### src/design/fte_pkg.sv
`default_nettype none
package fte_pkg;
	// ==========================================================
	// clocking
	localparam int REF_CLK_MHZ = 250;
	localparam int LINE_RATE_MBPS = 125;
	localparam int CLKS_PER_BIT = REF_CLK_MHZ / LINE_RATE_MBPS;
	localparam int DIV_W = 2;
	localparam logic [DIV_W-1:0] DIV_LAST = DIV_W'(CLKS_PER_BIT - 1);
	localparam logic [DIV_W-1:0] DIV_PRE = DIV_W'(CLKS_PER_BIT - 2);
	localparam logic [DIV_W-1:0] DIV_RST = 2'h0;

	// ==========================================================
	// code groups
	localparam int CG_W = 5;
	localparam logic [2:0] CG_LAST = 3'h4;
	localparam logic [2:0] BIT_RST = 3'h0;
	localparam logic [CG_W-1:0] CG_I = 5'h1f;
	localparam logic [CG_W-1:0] CG_J = 5'h18;
	localparam logic [CG_W-1:0] CG_K = 5'h11;
	localparam logic [CG_W-1:0] CG_T = 5'h0d;
	localparam logic [CG_W-1:0] CG_R = 5'h07;
	localparam logic [CG_W-1:0] CG_H = 5'h04;
	localparam logic [3:0] NIB_SSD = 4'h5;
	localparam logic [3:0] NIB_CTRL = 4'h0;

	// ==========================================================
	// scrambler and line
	localparam int LFSR_W = 11;
	localparam int TAP_A = 10;
	localparam int TAP_B = 8;
	localparam logic [5:0] SEED_HI = 6'h3f;
	localparam logic [1:0] MLT_ZERO_A = 2'h0;
	localparam logic [1:0] MLT_POS = 2'h1;
	localparam logic [1:0] MLT_NEG = 2'h3;

	typedef enum logic [2:0] {
		FTE_IDLE = 3'b000,
		FTE_J = 3'b001,
		FTE_K = 3'b010,
		FTE_DATA = 3'b011,
		FTE_T = 3'b100,
		FTE_R = 3'b101
	} fte_state_t;

	function automatic logic [CG_W-1:0] fte_encode(input logic [3:0] nib);
		logic [CG_W-1:0] cg;
		cg = CG_I;
		case (nib)
			4'h0: cg = 5'h1e;
			4'h1: cg = 5'h09;
			4'h2: cg = 5'h14;
			4'h3: cg = 5'h15;
			4'h4: cg = 5'h0a;
			4'h5: cg = 5'h0b;
			4'h6: cg = 5'h0e;
			4'h7: cg = 5'h0f;
			4'h8: cg = 5'h12;
			4'h9: cg = 5'h13;
			4'ha: cg = 5'h16;
			4'hb: cg = 5'h17;
			4'hc: cg = 5'h1a;
			4'hd: cg = 5'h1b;
			4'he: cg = 5'h1c;
			4'hf: cg = 5'h1d;
			default: cg = CG_I;
		endcase
		return cg;
	endfunction

	function automatic logic [LFSR_W-1:0] fte_seed(input logic [4:0] straps);
		return {SEED_HI, straps};
	endfunction
endpackage
`default_nettype wire

### src/design/fte_cg_codec.sv
`timescale 1ns/1ps
`default_nettype none
module fte_cg_codec (
	// code group in
	input wire logic [fte_pkg::CG_W-1:0] cg,
	input wire logic data_field,
	// decoded out
	output logic [3:0] nibble,
	output logic invalid
);
	import fte_pkg::*;

	logic ctrl;

	always_comb begin
		nibble = NIB_CTRL;
		ctrl = 1'b0;
		invalid = 1'b0;
		case (cg)
			CG_J, CG_K: begin
				nibble = NIB_SSD;
				ctrl = 1'b1;
			end
			CG_I, CG_T, CG_R: begin
				nibble = NIB_CTRL;
				ctrl = 1'b1;
			end
			CG_H: ctrl = 1'b1;
			5'h00, 5'h01, 5'h02, 5'h03,
			5'h05, 5'h06, 5'h08, 5'h0c: invalid = 1'b1;
			default: begin
				for (int n = 0; n < 16; n++) begin
					if (fte_encode(4'(n)) == cg) begin
						nibble = 4'(n);
					end
				end
			end
		endcase
		if (ctrl && data_field) begin
			invalid = 1'b1;
		end
	end
endmodule // fte_cg_codec
`default_nettype wire

### src/design/fte_tx_encoder.sv
`timescale 1ns/1ps
`default_nettype none
module fte_tx_encoder (
	// clock and reset
	input wire logic ref_clk,
	input wire logic rst,
	// controller nibble interface
	input wire logic tx_en,
	input wire logic tx_er,
	input wire logic [3:0] txd,
	output logic nibble_take_r,
	// configuration
	input wire logic [4:0] phy_address_straps,
	input wire logic conv_bypass,
	// line streams
	output logic line_pos_r,
	output logic line_neg_r,
	output logic nrzi_r,
	// transmit monitor
	output logic tx_active_r,
	output logic [3:0] mon_nibble_r,
	output logic mon_err_r
);
	import fte_pkg::*;

	// ==========================================================
	// framing
	fte_state_t state_r, state_nxt;
	logic [DIV_W-1:0] div_r, div_nxt;
	logic [2:0] bit_cnt_r, bit_cnt_nxt;
	logic [CG_W-1:0] shift_r, shift_nxt;
	logic take_nxt, active_nxt;
	logic [3:0] mon_nib_nxt, dec_nibble;
	logic mon_err_nxt, dec_invalid, data_field;
	logic bit_en, cg_load;

	assign bit_en = (div_r == DIV_LAST);
	assign cg_load = bit_en && (bit_cnt_r == CG_LAST);
	assign data_field = (state_r == FTE_DATA) && tx_en;

	fte_cg_codec u_codec (
		.cg(shift_nxt),
		.data_field(data_field),
		.nibble(dec_nibble),
		.invalid(dec_invalid)
	);

	always_comb begin
		state_nxt = state_r;
		div_nxt = bit_en ? DIV_RST : div_r + 1'b1;
		bit_cnt_nxt = bit_cnt_r;
		shift_nxt = shift_r;
		take_nxt = (div_r == DIV_PRE) && (bit_cnt_r == CG_LAST);
		active_nxt = tx_active_r;
		mon_nib_nxt = mon_nibble_r;
		mon_err_nxt = mon_err_r;
		if (bit_en) begin
			bit_cnt_nxt = cg_load ? BIT_RST : bit_cnt_r + 1'b1;
			shift_nxt = {1'b0, shift_r[CG_W-1:1]};
		end
		if (cg_load) begin
			unique case (state_r)
				FTE_IDLE: begin
					if (tx_en) begin
						shift_nxt = CG_J;
						state_nxt = FTE_J;
					end else begin
						shift_nxt = CG_I;
					end
				end
				FTE_J: begin
					shift_nxt = CG_K;
					state_nxt = FTE_DATA;
				end
				FTE_DATA: begin
					if (!tx_en) begin
						shift_nxt = CG_T;
						state_nxt = FTE_T;
					end else if (tx_er) begin
						shift_nxt = CG_H;
					end else begin
						shift_nxt = fte_encode(txd);
					end
				end
				FTE_T: begin
					shift_nxt = CG_R;
					state_nxt = FTE_R;
				end
				FTE_R: begin
					shift_nxt = CG_I;
					state_nxt = FTE_IDLE;
				end
				default: begin
					shift_nxt = CG_I;
					state_nxt = FTE_IDLE;
				end
			endcase
			active_nxt = (state_nxt != FTE_IDLE);
			mon_nib_nxt = dec_nibble;
			mon_err_nxt = dec_invalid;
		end
	end

	always_ff @(posedge ref_clk) begin
		if (rst) begin
			state_r <= FTE_IDLE;
			div_r <= DIV_RST;
			bit_cnt_r <= BIT_RST;
			shift_r <= CG_I;
			nibble_take_r <= 1'b0;
			tx_active_r <= 1'b0;
			mon_nibble_r <= NIB_CTRL;
			mon_err_r <= 1'b0;
		end else begin
			state_r <= state_nxt;
			div_r <= div_nxt;
			bit_cnt_r <= bit_cnt_nxt;
			shift_r <= shift_nxt;
			nibble_take_r <= take_nxt;
			tx_active_r <= active_nxt;
			mon_nibble_r <= mon_nib_nxt;
			mon_err_r <= mon_err_nxt;
		end
	end

	// ==========================================================
	// scrambler, NRZI and MLT-3
	logic [LFSR_W-1:0] lfsr_r, lfsr_nxt;
	logic [1:0] phase_r, phase_nxt;
	logic nrzi_nxt, pos_nxt, neg_nxt, fb, scr_bit, step;
	logic last_neg_r, last_neg_nxt;

	assign fb = lfsr_r[TAP_A] ^ lfsr_r[TAP_B];
	assign scr_bit = shift_r[0] ^ fb;
	assign step = conv_bypass ? shift_r[0] : scr_bit;

	always_comb begin
		lfsr_nxt = lfsr_r;
		nrzi_nxt = nrzi_r;
		phase_nxt = phase_r;
		if (bit_en) begin
			lfsr_nxt = {lfsr_r[LFSR_W-2:0], fb};
			if (!conv_bypass) begin
				nrzi_nxt = nrzi_r ^ scr_bit;
			end
			if (step) begin
				phase_nxt = phase_r + 1'b1;
			end
		end
		pos_nxt = (phase_nxt == MLT_POS);
		neg_nxt = (phase_nxt == MLT_NEG);
		// last nonzero line level, for the alternation check
		last_neg_nxt = last_neg_r;
		if (line_pos_r) begin
			last_neg_nxt = 1'b0;
		end else if (line_neg_r) begin
			last_neg_nxt = 1'b1;
		end
	end

	always_ff @(posedge ref_clk) begin
		if (rst) begin
			lfsr_r <= fte_seed(phy_address_straps);
			nrzi_r <= 1'b0;
			phase_r <= MLT_ZERO_A;
			line_pos_r <= 1'b0;
			line_neg_r <= 1'b0;
			last_neg_r <= 1'b1;
		end else begin
			lfsr_r <= lfsr_nxt;
			nrzi_r <= nrzi_nxt;
			phase_r <= phase_nxt;
			line_pos_r <= pos_nxt;
			line_neg_r <= neg_nxt;
			last_neg_r <= last_neg_nxt;
		end
	end

	// ==========================================================
	// checks
	code_map_a: assert property (@(posedge ref_clk) disable iff (rst)
		cg_load && state_r == FTE_DATA && tx_en && !tx_er
		|=> shift_r == fte_encode($past(txd)))
		else $error("data nibble not mapped to its code group");
	start_pair_a: assert property (@(posedge ref_clk) disable iff (rst)
		cg_load && state_r == FTE_IDLE && tx_en
		|=> shift_r == CG_J ##10 shift_r == CG_K)
		else $error("start delimiter not J then K");
	end_pair_a: assert property (@(posedge ref_clk) disable iff (rst)
		cg_load && state_r == FTE_DATA && !tx_en
		|=> shift_r == CG_T ##10 shift_r == CG_R ##10 shift_r == CG_I)
		else $error("end delimiter not T then R");
	idle_fill_a: assert property (@(posedge ref_clk) disable iff (rst)
		cg_load && state_r == FTE_IDLE && !tx_en |=> shift_r == CG_I)
		else $error("idle not sent between frames");
	halt_code_a: assert property (@(posedge ref_clk) disable iff (rst)
		cg_load && state_r == FTE_DATA && tx_en && tx_er
		|=> shift_r == CG_H && mon_err_r)
		else $error("error nibble not sent as halt");
	nrzi_toggle_a: assert property (@(posedge ref_clk) disable iff (rst)
		bit_en && !conv_bypass |=> nrzi_r == ($past(nrzi_r) ^ $past(scr_bit)))
		else $error("nrzi does not follow scrambled bit");
	three_level_a: assert property (@(posedge ref_clk) disable iff (rst)
		!(line_pos_r && line_neg_r))
		else $error("line streams overlap");
	pulse_alt_a: assert property (@(posedge ref_clk) disable iff (rst)
		($rose(line_pos_r) |-> last_neg_r)
		and ($rose(line_neg_r) |-> !last_neg_r))
		else $error("line one events do not alternate");
	bit_rate_a: assert property (@(posedge ref_clk) disable iff (rst)
		bit_en |=> !bit_en ##1 bit_en)
		else $error("bit enable not every second clock");
	lfsr_live_a: assert property (@(posedge ref_clk) disable iff (rst)
		lfsr_r != '0)
		else $error("scrambler register locked at zero");
	ctrl_decode_a: assert property (@(posedge ref_clk) disable iff (rst)
		cg_load && state_r == FTE_J |=> mon_nibble_r == NIB_SSD)
		else $error("K group not decoded to 0101");
endmodule // fte_tx_encoder
`default_nettype wire

### config.mk
export PLATFORM = sky130hd
export DESIGN_NAME = fte_tx_encoder
export DESIGN_NICKNAME = d
export VERILOG_FILES = /design/src/design/fte_pkg.sv /design/src/design/fte_cg_codec.sv /design/src/design/fte_tx_encoder.sv
export SDC_FILE = /design/constraint.sdc
export NUM_CORES = 1
export LEC_CHECK = 0
export BUFFER_PORTS_ARGS = -buffer_cell sky130_fd_sc_hd__buf_2
export CAP_MARGIN = 30
export CORE_MARGIN = 2
export CORE_UTILIZATION = 35
export CTS_CLUSTER_SIZE = 16
export DETAILED_ROUTE_END_ITERATION = 8
export GPL_TIMING_DRIVEN = 1
export PLACE_DENSITY = 0.54
export SYNTH_ARGS = -nofsm -noshare
export SYNTH_HDL_FRONTEND = slang
export SYNTH_HIERARCHICAL = 1
export SYNTH_SLANG_ARGS = --single-unit
### constraint.sdc
create_clock -name ref_clk -period 2.3 [get_ports ref_clk]
set_input_delay 0.23 -clock ref_clk [delete_from_list [all_inputs] [get_ports ref_clk]]
set_output_delay 0.23 -clock ref_clk [all_outputs]
set_load 0.1 [all_outputs]
### Word level (Yosys, flattened, before mapping)

Memory sizes are Yosys's and may differ from the RTL's.
Cells that the tools add are included.

* register bits after elaboration: 36
* memory bits (read-only): 80
* input bits: 14
* memories: 1

* add/sub/neg operators: 3
* equality and inequality tests: 35
* mux-type cells: 50
* bitwise logic cells: 4
* reduce and logical (&&, ||, !) cells: 16

Memories
* (no name shown): depth 16, bits a word 5, read ports 1, clocked after Yosys merged registers in 0, write ports 0, line fte_pkg.sv:49 `case (nib)`

Operators with widths (number)
* $mux W5: 21
* $eq A5 B5 Y1: 15
* $mux W4: 8
* $mux W3: 9
* $eq A5 B3 Y1 const B: 4
* $pmux W5 S4: 1
* $eq A5 B4 Y1 const B: 3
* $eq A5 B5 Y1 const B: 3
* $reduce_or A14 Y1: 1
* $pmux W3 S4: 1
* $reduce_or A12 Y1: 1
* $eq A5 B2 Y1 const B: 2
* $mux W2: 4
* $pmux W4 S2: 1
* $reduce_or A8 Y1: 1
* $eq A3 B3 Y1 const B: 2
* $reduce_or A6 Y1: 1
* $eq A5 B1 Y1 const B: 1
* $logic_not A5 Y1: 1
* $mux W1: 5
* $add A2 B1 Y2 const B: 2
* $eq A2 B1 Y1 const B: 2
* $logic_and A1 B1 Y1: 4
* $reduce_or A2 Y1: 2
* other kinds (11): 13

### Logic depth before layout (Yosys ltp)

An unclocked memory read counts as a cell.

* depth after elaboration: 25
* gate-level depth with buffers: 13
* gate-level depth less buffers: 12

### Hierarchy

Netlist, hierarchy kept.

By module, submodules not included
* fte_tx_encoder: instances 1, cells an instance 186, area an instance 1700.4 sq um
* fte_cg_codec: instances 1, cells an instance 34, area an instance 217.7 sq um

### Worst setup path after synthesis

OpenSTA, ideal clock, no wires.

* kind: flip-flop to flip-flop
* start: reg bit_cnt_r[0]
* end: reg mon_nibble_r[0]
* setup time: 132 ps
* arrival time: 2197 ps
* setup slack: -29 ps
* stages on the path, launching flop included: 12
* path buffers: 0
* cell sequence: dfxtp_1 inv_1 ha_1 nand3_1 a211oi_1 a221oi_1 inv_2 mux2_4 a221oi_2 o21ai_1 nand2_1 a21oi_1

* longest elaborated chain between the ends: 20
* elaborated cells between the ends (all ways): 50
* those cells by class: eq/ne (29); mux (17); reduce/logical (4)

RTL lines
* from (decl): line fte_tx_encoder.sv:30 `logic [2:0] bit_cnt_r, bit_cnt_nxt;`
* from (signal assigned): line fte_tx_encoder.sv:117 `bit_cnt_r <= bit_cnt_nxt;`
* $eq A3 B3 Y1 (*): line fte_tx_encoder.sv:38 `assign cg_load = bit_en && (bit_cnt_r == CG_LAST);`
* $logic_and A1 B1 Y1 (*): line fte_tx_encoder.sv:38
* $mux W5 (*): line fte_tx_encoder.sv:61 `if (cg_load) begin`
* named net shift_nxt[2]: line fte_tx_encoder.sv:31 `logic [CG_W-1:0] shift_r, shift_nxt;`
* $eq A5 B5 Y1: line fte_cg_codec.sv:33 `if (fte_encode(4'(n)) == cg) begin`
* $mux W1: line fte_cg_codec.sv:33
* $mux W2 (2 in a row): line fte_cg_codec.sv:33
* $mux W3 (4 in a row): line fte_cg_codec.sv:33
* $mux W4 (8 in a row): line fte_cg_codec.sv:33
* $pmux W4 S2 (*): line fte_cg_codec.sv:19 `case (cg)`
* named net dec_nibble[0]: line fte_tx_encoder.sv:33 `logic [3:0] mon_nib_nxt, dec_nibble;`
* to (signal assigned): line fte_tx_encoder.sv:121 `mon_nibble_r <= mon_nib_nxt;`
* to (decl): line fte_tx_encoder.sv:21 `output logic [3:0] mon_nibble_r,`

The timed path passes the listed nets; every way through them passes the cells marked *.
A chain may end at the register's enable or synchronous reset.

### Worst setup path after layout

* start: reg div_r[1]
* end: reg mon_err_r

* longest elaborated chain between the ends: 8
* elaborated cells between the ends (all ways): 24
* those cells by class: eq/ne (14); mux (5); reduce/logical (5)

RTL lines
* from (decl): line fte_tx_encoder.sv:29 `logic [DIV_W-1:0] div_r, div_nxt;`
* from (signal assigned): line fte_tx_encoder.sv:116 `div_r <= div_nxt;`
* $eq A2 B1 Y1 (*): line fte_tx_encoder.sv:37 `assign bit_en = (div_r == DIV_LAST);`
* $mux W5 / $logic_and A1 B1 Y1 (equally long branches): line fte_tx_encoder.sv:57, fte_tx_encoder.sv:38
* $mux W5 (*): line fte_tx_encoder.sv:61
* named net shift_nxt[4]: line fte_tx_encoder.sv:31
* $eq A5 B5 Y1, or another cell as far along: line fte_cg_codec.sv:19
* $reduce_or A6 Y1 (no line)
* $mux W1: line fte_cg_codec.sv:19
* $logic_and A1 B1 Y1: line fte_cg_codec.sv:39 `if (ctrl && data_field) begin`
* $mux W1 (*): line fte_cg_codec.sv:39
* named net dec_invalid: line fte_tx_encoder.sv:34 `logic mon_err_nxt, dec_invalid, data_field;`
* to (signal assigned): line fte_tx_encoder.sv:122 `mon_err_r <= mon_err_nxt;`
* to (decl): line fte_tx_encoder.sv:22 `output logic mon_err_r`

Marked as above.

==> metrics <==
Final ANT Viol Nets 0; first-pass GRT wire length just over 7000 microns; Ys Warns 6; async set-reset flop share out of synthesis 0%; DR pass1 iterations 4; diode count 0; RSZ-0062 raised after global routing false; number of port buffers 23; IO Pins 24; synthesized area about 0.0019 sq mm; Crit. End Element flip-flop; crit-path max FO 14; CP top delay family compound AO/OA/AOI/OAI gates; dominant synthesized flop cell dfxtp_1; commonest cells in the netlist dfxtp_1, nand2_1, nor2_1; Wirelength per Cell 12.55 microns; part of the cycle the worst path needs between 90% and 100%; DIE WIDTH approximately 78 microns; Sink Count 36; Avg Cell Area, Syn 8.719 sq um; Layout Utilization between 40% and 50%; clock skew 0.002637 ns; hpwl dp 2809 microns; post-route minimum period around 2.1 ns; pin count of the biggest net entering global routing 26; DR WL met3 150 microns; Post-synth EDFFs 5; most numerous cell in the Yosys netlist dfxtp_1; Post-Synthesis Net Count 238; Max Freq 0.4716 GHz; cell taking the most area after synthesis dfxtp_1; status finished, final reports clean; Root Buffer clkbuf_8; Vias/cell ~5; # H-tree levels 2; Worst-path clk slew 0.08 ns; HP Class in -> reg; Worst Path Buf+Inv 3; Critical Path AT 2.35 ns; CTS tree built; total detailed-routing wirelength between 4000 and 5000 microns; Worst-Skew Late Latency just under 0.3 ns; total grt overflow 0; TNS Setup 0 ns; Die ar. ~0.0061 sq mm; Slew headroom a little over half; hold_ws 0.2372 ns; WL met2 1745 microns; maximum clock path buffer count 2; Synth Register Bits 36; Max-Cap Viols 0; final total power 1.581 mW; Iteration-0 DRC Markers 85; DR vias 1605; Layout area overhead 21.85%; Rows 26; final slew viol count 0; chip height 78.03 microns; Pwr per Cell Area 676.4 mW/mm^2; initial antenna violation count 0; # Post-CTS Setup Buffers 0; Final Hold Fails 0; CP Cell Sequence inv_1 -> ha_1 -> buf_4 -> and3_1 -> a41o_4 -> buf_4 -> a21boi_1 -> o22a_1 -> o211ai_1 -> nand2_1 -> a21oi_1; post-synth top area share 32.35%; Hold-fix buffers, CTS 0; maximum VDD drop 0.0002156 V; total track usage about 15%; post-synthesis cell count 220; Post-CTS Resized 0; vias in the first global route 1473; Crit path top cell by count buf_4; Yosys cell types 54; Worst EP required roughly 2.5 ns; final setup violation count 0; GP Congestion 0.7906; Final #Nets approximately 270; total core area 0.005205 sq mm; Worst Setup Path Type reg -> reg; CP startpoint kind flip-flop; CTS buffer count 5; worst slew pin tran around 0.67 ns; share of cells above drive strength 1 29.13%; M1 WL 2103 microns; Leak Pwr 0.9694 nW; DRC violations left 0; Synth area leaders dfxtp_1, edfxtp_1, a21oi_1; max incr delay on CP 0.32 ns; slowest CP cell dfxtp_1; Initial Utilization between 30% and 40%; Top Layer Used met4; sequential fraction of the synthesis area roughly two fifths
layer usage:
| layer | vias up | track usage [%] |
|---|---|---|
| li1 | 832 | - |
| met1 | 747 | 20.98 |
| met2 | 20 | 21.21 |
| met3 | 6 | 3.563 |
| met4 | 0 | 5.263 |
| met5 | - | 0 |
state kept, by name, summed over array words and instances (netlist names):
signal and count:
state_r 3, nrzi_r 1, phase_r 2, shift_r 5
mon_nibble_r 4, lfsr_r 11, line_neg_r 1, div_r 2
nibble_take_r 1, line_pos_r 1, mon_err_r 1, bit_cnt_r 3
tx_active_r 1
cell families after synthesis:
group	count (synthesis)	share of synthesized area, %
simple gates	78	20.81
mux	15	8.545
fa+ha+maj	4	2.609
xor+xnor	7	3.196
flops	36	40.18
compound gates	54	18.79
buf+inv	26	5.870
layout by cell type (no fill, tap or decap), drive strengths merged, types with 3 or more instances in the layout:
cell,instances
nand2b,5
mux2,8
ha,4
o21bai,3
nand2,22
mux2i,7
a21oi,17
nor2b,4
a21boi,3
xor2,3
and2,3
edfxtp,5
nor2,21
xnor2,4
a221oi,3
o21ai,12
dfxtp,31
inv,11
nand3,4
or2,5
buf,41
clkbuf,5
nor3,4
area by class of cell:
class	count	area [sq um]
repair buffers	41	250.2
clock inverters	3	42.54
flip-flops and latches	36	774.5
multi-input cells	158	1072
clock buffers	5	68.82
well taps	70	87.58
fillers	535	2868
inverters	11	41.29
worst paths after layout:
| path | startpoint | endpoint | slack, ns | cells past startpoint |
|---|---|---|---|---|
| setup / recovery | div_r[1] | mon_err_r | 0.18 | 11 |
| setup reg to reg | div_r[1] | mon_err_r | 0.18 | 11 |
| hold / removal | phy_address_straps[0] | lfsr_r[0] | 0.24 | 2 |
| hold reg to reg | div_r[0] | div_r[0] | 0.45 | 1 |
worst register-to-register path: stages, from the launching register on:
cell and delay, ns:
dfxtp_1 0.32, inv_1 0.05, ha_1 0.20, buf_4 0.20, and3_1 0.18, a41o_4 0.28
buf_4 0.17, a21boi_1 0.13, o22a_1 0.20, o211ai_1 0.15, nand2_1 0.07, a21oi_1 0.11
power by group:
group	switching [mW]	internal [mW]
combinational	0.181	0.138
sequential	0.0171	0.678
clock	0.247	0.321
total	0.445	1.14
through the flow:
stage / setup slack (ns) / area (sq um) / instances
2_1_floorplan: 0.1478 / 1924 / 220
3_3_place_gp: 0.1271 / 2191 / 316
3_5_place_dp: 0.1280 / 2191 / 316
4_1_cts: 0.1114 / 2302 / 324
5_1_grt: 0.01350 / 2337 / 324
6_report: 0.1794 / 2337 / 324
Power figures use the tool's default switching activity.
